--- src/hw/nvc_pkg.sv ---
// package: register map, field layout, reset values, timing for the data eeprom controller
package nvc_pkg;
    localparam logic [7:0] ADDR_DATA    = 8'h9a;
    localparam logic [7:0] ADDR_ADDRESS = 8'h9b;
    localparam logic [7:0] ADDR_CTRL    = 8'h9c;
    localparam logic [7:0] ADDR_UNLOCK  = 8'h9d;
    localparam int BIT_RD    = 0;
    localparam int BIT_WR    = 1;
    localparam int BIT_WRITE_PERMIT  = 2;
    localparam int BIT_WRITE_ABORT_FLAG = 3;
    localparam logic [7:0] KEY_FIRST  = 8'h55;
    localparam logic [7:0] KEY_SECOND = 8'hAA;
    localparam int NV_DEPTH = 128;
    localparam logic [7:0] CTRL_RESET = 8'h00;
    localparam logic [7:0] BYTE_RESET = 8'h00;
    localparam logic [7:0] ERASED     = 8'hFF;
    // core cycles allowed between consecutive sequence steps (one instruction pair)
    localparam logic [3:0] SEQ_GAP    = 4'h2;
    localparam int CLK_MHZ            = 100;
    localparam int WRITE_TIME_US      = 4;
    localparam int WRITE_CYCLES       = WRITE_TIME_US * CLK_MHZ;
    localparam int ERASE_CYCLES       = WRITE_CYCLES / 2;
    localparam int PWRT_TIME_MS       = 72;
    localparam int PWRT_CYCLES        = PWRT_TIME_MS * 1000 * CLK_MHZ;
    typedef struct packed {
        logic       wr;
        logic       rd;
        logic [7:0] addr;
        logic [7:0] wdata;
    } nvc_bus_t;
    typedef enum logic [1:0] {
        NVC_IDLE  = 2'b00,
        NVC_ERASE = 2'b01,
        NVC_PROG  = 2'b11
    } nvc_state_t;
endpackage

--- src/hw/nvc_timer.sv ---
// down counter giving a one-cycle done pulse after a loaded count
`timescale 1ns/10ps
`default_nettype none
module nvc_timer #(
    parameter int W = 24
) (
    input  wire logic         i_mclk,
    input  wire logic         i_rst,
    input  wire logic         i_load,
    input  wire logic [W-1:0] i_count,
    output logic              o_busy,
    output logic              o_done
);
    logic [W-1:0] cnt;

    always_ff @(posedge i_mclk or posedge i_rst) begin
        if (i_rst) begin
            cnt    <= '0;
            o_busy <= 1'b0;
            o_done <= 1'b0;
        end else begin
            o_done <= 1'b0;
            if (i_load) begin
                cnt    <= i_count;
                o_busy <= 1'b1;
            end else if (o_busy) begin
                if (cnt <= W'(1)) begin
                    o_busy <= 1'b0;
                    o_done <= 1'b1;
                end
                cnt <= cnt - W'(1);
            end
        end
    end
endmodule
`default_nettype wire

--- src/hw/nvc_ctrl.sv ---
// data eeprom access controller: special registers, unlock, self-timed write, array
`timescale 1ns/10ps
`default_nettype none
module nvc_ctrl #(
    parameter int PWRT_CYCLES = nvc_pkg::PWRT_CYCLES
) (
    input  wire logic             i_mclk,
    input  wire logic             i_rst,
    input  wire logic             i_por,
    input  wire logic             i_abort_rst,
    input  wire nvc_pkg::nvc_bus_t i_bus,
    input  wire logic             i_code_protect,
    input  wire logic             i_prog_rd,
    input  wire logic [6:0]       i_prog_addr,
    input  wire logic             i_done_clr,
    output logic [7:0]            o_rdata,
    output logic                  o_write_done_flag,
    output logic                  o_busy,
    output logic [7:0]            o_prog_rdata,
    output logic                  o_prog_denied
);
    localparam int TW = 24;
    localparam int PW = $clog2(PWRT_CYCLES + 1);

    logic [7:0]         mem [nvc_pkg::NV_DEPTH];
    logic [6:0]         nv_byte_address;
    logic [7:0]         nv_byte_data;
    logic               write_permit;
    logic               write_abort_flag;
    logic               rd_strobe;
    logic               wr_strobe;
    logic [1:0]         key_step;
    logic [3:0]         gap_cnt;
    logic [PW-1:0]      pwrt_cnt;
    logic               pwrt_run;
    nvc_pkg::nvc_state_t state;
    nvc_pkg::nvc_state_t next_state;
    logic               tmr_load;
    logic [TW-1:0]      tmr_count;
    logic               tmr_done;
    logic               wr_ctrl;
    logic               wr_unlock;
    logic               start_write;
    logic               write_end;

    assign wr_ctrl   = i_bus.wr && i_bus.addr == nvc_pkg::ADDR_CTRL;
    assign wr_unlock = i_bus.wr && i_bus.addr == nvc_pkg::ADDR_UNLOCK;
    assign pwrt_run  = pwrt_cnt != '0;

    assign start_write = wr_ctrl && i_bus.wdata[nvc_pkg::BIT_WR] && !wr_strobe
                         && write_permit && key_step == 2'd2 && !pwrt_run
                         && gap_cnt == nvc_pkg::SEQ_GAP
                         && state == nvc_pkg::NVC_IDLE;
    assign write_end = state == nvc_pkg::NVC_PROG && tmr_done;

    // power-up timer, restarted by power-on and by reset
    // any reset reloads it as well, so writes wait after each reset
    always_ff @(posedge i_mclk or posedge i_rst) begin
        if (i_rst) begin
            pwrt_cnt <= PW'(PWRT_CYCLES);
        end else if (i_por) begin
            pwrt_cnt <= PW'(PWRT_CYCLES);
        end else if (pwrt_run) begin
            pwrt_cnt <= pwrt_cnt - PW'(1);
        end
    end

    // sequence cycle count
    // every step must land exactly SEQ_GAP cycles after the previous one
    // an early or late step drops the sequence back to idle
    always_ff @(posedge i_mclk or posedge i_rst) begin
        if (i_rst) begin
            key_step <= 2'd0;
            gap_cnt  <= 4'h0;
        end else if (wr_unlock) begin
            gap_cnt <= 4'h1;
            if (i_bus.wdata == nvc_pkg::KEY_FIRST) begin
                key_step <= 2'd1;
            end else if (i_bus.wdata == nvc_pkg::KEY_SECOND && key_step == 2'd1
                         && gap_cnt == nvc_pkg::SEQ_GAP) begin
                key_step <= 2'd2;
            end else begin
                key_step <= 2'd0;
            end
        end else if (key_step != 2'd0) begin
            gap_cnt <= gap_cnt + 4'h1;
            if (wr_ctrl || gap_cnt >= nvc_pkg::SEQ_GAP) begin
                key_step <= (wr_ctrl && gap_cnt == nvc_pkg::SEQ_GAP && key_step == 2'd2) ? 2'd2 : 2'd0;
            end
            if (wr_ctrl || gap_cnt > nvc_pkg::SEQ_GAP) begin
                key_step <= 2'd0;
            end
        end
    end

    always_comb begin
        next_state = state;
        tmr_load   = 1'b0;
        tmr_count  = TW'(nvc_pkg::ERASE_CYCLES);
        case (state)
            nvc_pkg::NVC_IDLE: begin
                if (start_write) begin
                    next_state = nvc_pkg::NVC_ERASE;
                    tmr_load   = 1'b1;
                end
            end
            nvc_pkg::NVC_ERASE: begin
                if (tmr_done) begin
                    next_state = nvc_pkg::NVC_PROG;
                    tmr_load   = 1'b1;
                    tmr_count  = TW'(nvc_pkg::WRITE_CYCLES - nvc_pkg::ERASE_CYCLES);
                end
            end
            nvc_pkg::NVC_PROG: begin
                if (tmr_done) begin
                    next_state = nvc_pkg::NVC_IDLE;
                end
            end
            default: next_state = nvc_pkg::NVC_IDLE;
        endcase
    end

    always_ff @(posedge i_mclk or posedge i_rst) begin
        if (i_rst) begin
            state <= nvc_pkg::NVC_IDLE;
        end else begin
            state <= next_state;
        end
    end

    nvc_timer #(.W(TW)) u_timer (
        .i_mclk  (i_mclk),
        .i_rst   (i_rst),
        .i_load  (tmr_load),
        .i_count (tmr_count),
        .o_busy  (),
        .o_done  (tmr_done)
    );

    always_ff @(posedge i_mclk) begin
        if (state == nvc_pkg::NVC_ERASE && tmr_done) begin
            mem[nv_byte_address] <= nvc_pkg::ERASED;
        end else if (write_end) begin
            mem[nv_byte_address] <= mem[nv_byte_address] & nv_byte_data;
        end
    end

    // address kept for retry
    // cleared only at power-on, so a reset in mid-write leaves it
    always_ff @(posedge i_mclk) begin
        if (i_por) begin
            nv_byte_address <= 7'h00;
        end else if (i_bus.wr && i_bus.addr == nvc_pkg::ADDR_ADDRESS && state == nvc_pkg::NVC_IDLE) begin
            nv_byte_address <= i_bus.wdata[6:0];
        end
    end

    // data held until read or write
    // cleared only at power-on, so a retry finds the old byte
    always_ff @(posedge i_mclk) begin
        if (i_por) begin
            nv_byte_data <= nvc_pkg::BYTE_RESET;
        end else if (rd_strobe) begin
            nv_byte_data <= mem[nv_byte_address];
        end else if (i_bus.wr && i_bus.addr == nvc_pkg::ADDR_DATA && state == nvc_pkg::NVC_IDLE) begin
            nv_byte_data <= i_bus.wdata;
        end
    end

    always_ff @(posedge i_mclk or posedge i_rst) begin
        if (i_rst) begin
            rd_strobe <= 1'b0;
        end else begin
            rd_strobe <= wr_ctrl && i_bus.wdata[nvc_pkg::BIT_RD] && state == nvc_pkg::NVC_IDLE;
        end
    end

    always_ff @(posedge i_mclk or posedge i_rst) begin
        if (i_rst) begin
            wr_strobe <= 1'b0;
        end else if (start_write) begin
            wr_strobe <= 1'b1;
        end else if (write_end) begin
            wr_strobe <= 1'b0;
        end
    end

    // permit cleared at power-up and by reset
    // any reset clears it as well, so it must be set again after release
    always_ff @(posedge i_mclk or posedge i_rst) begin
        if (i_rst) begin
            write_permit <= 1'b0;
        end else if (i_por) begin
            write_permit <= 1'b0;
        end else if (wr_ctrl) begin
            write_permit <= i_bus.wdata[nvc_pkg::BIT_WRITE_PERMIT];
        end
    end

    // abort flag on reset mid-write
    // no async reset: the flag must outlive the reset it reports
    always_ff @(posedge i_mclk) begin
        if (i_abort_rst && state != nvc_pkg::NVC_IDLE) begin
            write_abort_flag <= 1'b1;
        end else if (i_por) begin
            write_abort_flag <= 1'b0;
        end else if (write_end) begin
            write_abort_flag <= 1'b0;
        end else if (wr_ctrl) begin
            write_abort_flag <= i_bus.wdata[nvc_pkg::BIT_WRITE_ABORT_FLAG];
        end
    end

    // done flag, set wins over clear
    always_ff @(posedge i_mclk or posedge i_rst) begin
        if (i_rst) begin
            o_write_done_flag <= 1'b0;
        end else if (write_end) begin
            o_write_done_flag <= 1'b1;
        end else if (i_done_clr) begin
            o_write_done_flag <= 1'b0;
        end
    end

    always_ff @(posedge i_mclk or posedge i_rst) begin
        if (i_rst) begin
            o_rdata <= nvc_pkg::BYTE_RESET;
        end else begin
            case (i_bus.addr)
                nvc_pkg::ADDR_DATA:    o_rdata <= rd_strobe ? mem[nv_byte_address] : nv_byte_data;
                nvc_pkg::ADDR_ADDRESS: o_rdata <= {1'b0, nv_byte_address};
                nvc_pkg::ADDR_CTRL:    o_rdata <= {4'h0, write_abort_flag, write_permit, wr_strobe, rd_strobe};
                default:               o_rdata <= nvc_pkg::BYTE_RESET;
            endcase
        end
    end

    always_ff @(posedge i_mclk or posedge i_rst) begin
        if (i_rst) begin
            o_busy <= 1'b0;
        end else begin
            // from next_state so busy rises on the start edge
            o_busy <= next_state != nvc_pkg::NVC_IDLE;
        end
    end

    always_ff @(posedge i_mclk or posedge i_rst) begin
        if (i_rst) begin
            o_prog_rdata  <= nvc_pkg::BYTE_RESET;
            o_prog_denied <= 1'b0;
        end else begin
            o_prog_denied <= i_prog_rd && i_code_protect;
            if (i_prog_rd) begin
                o_prog_rdata <= i_code_protect ? nvc_pkg::BYTE_RESET : mem[i_prog_addr];
            end
        end
    end
endmodule
`default_nettype wire

--- config.mk ---
export PLATFORM = sky130hd
export DESIGN_NAME = nvc_ctrl
export DESIGN_NICKNAME = d
export VERILOG_FILES = /design/src/hw/nvc_pkg.sv /design/src/hw/nvc_timer.sv /design/src/hw/nvc_ctrl.sv
export SDC_FILE = /design/constraint.sdc
export NUM_CORES = 1
export LEC_CHECK = 0
export CORE_ASPECT_RATIO = 0.8
export CORE_MARGIN = 1.5
export CORE_UTILIZATION = 58
export CTS_CLUSTER_DIAMETER = 40
export CTS_CLUSTER_SIZE = 10
export DETAILED_ROUTE_END_ITERATION = 8
export DONT_BUFFER_PORTS = 1
export PLACE_DENSITY = 0.76
export SYNTH_ARGS = -nofsm -noshare
export SYNTH_HDL_FRONTEND = slang
export SYNTH_SLANG_ARGS = --single-unit
--- constraint.sdc ---
create_clock -name i_mclk -period 8 [get_ports i_mclk]
set_clock_uncertainty 0.05 [all_clocks]
set_input_delay 2.4 -clock i_mclk [delete_from_list [all_inputs] [get_ports i_mclk]]
set_output_delay 2.4 -clock i_mclk [all_outputs]
set_load 0.01 [all_outputs]
==> flow_summary_export.csv <==
group,metric,value,unit
synth,netlist.area_leader.share,58.2,%
grt,overflow,0,
clocking,clockBufferDepth,3,
grt,met3_usage,12.0,%
synth,async_flop_share,7.02,%
clocking,ctsHoldBuffers,0,
routing,viasPerCell,7.40,
worst_setup_path,critPathMaxFanout,72,
pwr,p_per_area,214,nW/um2
placement,dpl.hpwl,90.8,mm
clocking,cts_setup_buffers,0,
sta,finalHoldViolations,0,
finish,final_nets,2840,
routing,drt_iter0_markers,4840,
grt,top_usage_layer,"met2",
synth,yosysTopAreaCell,"edfxtp_1",
synth,ys_warn_count,0,
placement,gp_congestion,0.930,
routing,vias,30300,
synth,netlist_instances,2821,
synth,synth_nets,2859,
synth,synth_area_leaders,"edfxtp_1 58%, mux4_2 24%, dfrtp_1 3.2%, mux2i_1 2.9%, nor2_1 1.5%",
synth,ys_ff_latch,1126,
worst_setup_path,crit_required,8320,ps
placement,dpl.cell_count,3858,
sta,finalCriticalPeriod,5540,ps
hold_path,hold_class,"reg -> reg",
pwr,internal-power,9950,uW
sta,fmax,180,MHz
routing,drc,0,
grt,grt_usage,32.1,%
synth,ys_top_cells_by_count,"1024 x edfxtp_1, 561 x mux4_2, 205 x nor2_1",
pwr,seqPwrFrac,51.1,%
grt,grt_pass1_vias,30100,
pwr,p_switching,2480,uW
pwr,power_frac_comb,1.0,%
sta,fin_crit_sh,69.3,%
sta,slew_headroom,2.15,%
clocking,insertion_delay,750,ps
sta,postLayoutSetupSlackWorst,2460,ps
clocking,clk_transition_reported_paths,60,ps
sta,setup_viol,0,
sta,fin_tns_setup,0,ps
run_status,violations,"max-capacitance violations",
worst_setup_path,crit_path_end_kind,"flop",
worst_setup_path,worstPathArrival,5860,ps
clocking,root_buffer,"clkbuf_16",
clocking,h-tree-depth,4,
worst_setup_path,criticalPathCategory,"reg -> reg",
die,ios,51,
worst_setup_path,cp_common_cell,"buf_4",
grt,grt_max_degree,257,
routing,post_drt_wl_per_cell,35.9,um
finish,layout-drive-gt1-share,29.2,%
pwr,ir_worst_vdd,0.000191,V
run,maxCapViolCount,1,
clocking,cts_tree,"built",
worst_setup_path,critPathSlowestCell,"dfxtp_4",
finish,fin_area,58200,um2
clocking,cts_sinks,1126,
placement,portBuffers,0,
synth,synthFlopType,"edfxtp_1",
worst_setup_path,critical_path.cell_chain,"buf_4 -> buf_4 -> mux4_2 -> mux4_2 -> nand2_1 -> o2111ai_1 -> o32ai_1 -> o21ai_4 -> buf_4",
routing,ant_nets,0,
grt,grt_use_met1,45.6,%
synth,ys_types,74,
die,initial_core_util,58.8,%
sta,rsz0062_at_grt,"no",
worst_setup_path,slowest_delay,930,ps
clocking,cts_buffers,141,
routing,routed_wl,147,mm
die,die-area,92900,um2
run_status,run_status,"finished with violations",
die,fp.dieW,340,um
die,die_h,273,um
sta,finalMaxSlewViolations,0,
finish,stdcell_count,4096,
grt,grt_pass1_wl,212,mm
pwr,leakage,0.0206,uW
die,coreArea,89800,um2
pwr,pwr-share-clk,47.9,%
synth,synth_edf_count,1024,
worst_setup_path,critPathLaunchType,"flop",
die,rows,98,
synth,synth_area,52800,um2
synth,syn_area_per_cell,18.7,um2
synth,ys_seq_area_share,62.9,%
grt,use_met2,46.4,%
finish,area_growth,10.2,%
sta,tightest_slew,1460,ps
routing,dr.pass1.iters,6,
clocking,post_cts_resized,0,
pwr,switching_share,19.9,%
placement,dp_slack,2600,ps
grt,antenna_found_initial,9,
placement,post_dp_cell_area,53900,um2
synth,yosysMostFrequentCell,"edfxtp_1",
[logic make-up (layout without fill, tap and decap cells)]
kind of cell / after synthesis / count (layout) / synth area share, %
buffers and inverters: 226 / 299 / 1.90
xor gates and xnor gates: 41 / 41 / 0.680
AOI/OAI and AO/OA: 203 / 203 / 2.63
and+or+nand+nor: 493 / 493 / 4.67
DFF: 1126 / 1126 / 62.9
muxes: 726 / 726 / 27.1
other: 0 / 2 / 0
adders and majority gates: 6 / 6 / 0.142
[worst max-delay path, delay by kind of cell, from the launching register on]
family | cells | cell delay, ps
compound gates | 3 | 1290
buf+inv | 3 | 1550
simple gates | 1 | 90
mux | 2 | 1150
flops | 1 | 930
[final cells by class]
type	count	area, um2
repair buffers	42	363
clock buffers	198	3870
inverters	22	85.1
multi-input cells	1469	18700
clock inverters	37	427
diodes	2	5.00
fillers	5909	31600
flip-flops and latches	1126	33200
well taps	1200	1500
[sequential cells by signal, indices dropped and copies added, names as in the netlist, 4 cells and up, named ones only]
signal	cells
mem	1024
u_timer.cnt	24
pwrt_cnt	23
nv_byte_data	8
o_prog_rdata	8
o_rdata	8
nv_byte_address	7
gap_cnt	4
[cell usage in the layout (no fill, tap or decap), types with 32 or more instances in the layout]
master     instances
nand3_1           34
mux4_2           561
nor2_1           205
nand2b_1          32
a21oi_1           39
edfxtp_1        1024
nand2_1           73
clkbuf_16        146
dfrtp_1           68
buf_4             37
clkbuf_1          50
mux2i_1          151
[routing by layer]
metal  wire length (um)  part of all wire [%]
met3              22900                    16
met1              53200                    36
met2              65800                    45
met4               4830                   3.3
met5                 75                 0.051
[worst paths after layout]
| path | end | slack [ps] | cells past startpoint | from |
|---|---|---|---|---|
| min in group asynchronous | o_busy | 1500 | 1 | i_rst |
| worst max-delay path | mem[50][6] | 2460 | 9 | flop |
| worst max register to register | mem[50][6] | 2460 | 9 | flop |
| worst min register to register | key_step[1] | 470 | 1 | key_step[1] |
| worst min-delay path | key_step[1] | 470 | 1 | key_step[1] |
| max in group asynchronous | u_timer.cnt[17] | 5270 | 2 | i_rst |
[power by group through the flow]
stage	Sequential, uW	Clock [uW]	Combinational [uW]
after floorplan	6470	0	187
final	6350	5950	126
after global placement	6470	0	119
after global routing	6350	6210	133
after CTS	6350	5970	125
after detailed placement	6470	0	124
[stage by stage]
step	total power (uW)	hold WS (ps)	utilization (%)
after global placement	6590	444	60.0
after CTS	12500	458	64.8
final	12400	471	64.8
after floorplan	6660	399	-
after global routing	12700	485	64.8
after detailed placement	6600	453	60.0
Note: power is estimated with default switching activity, not from simulation.
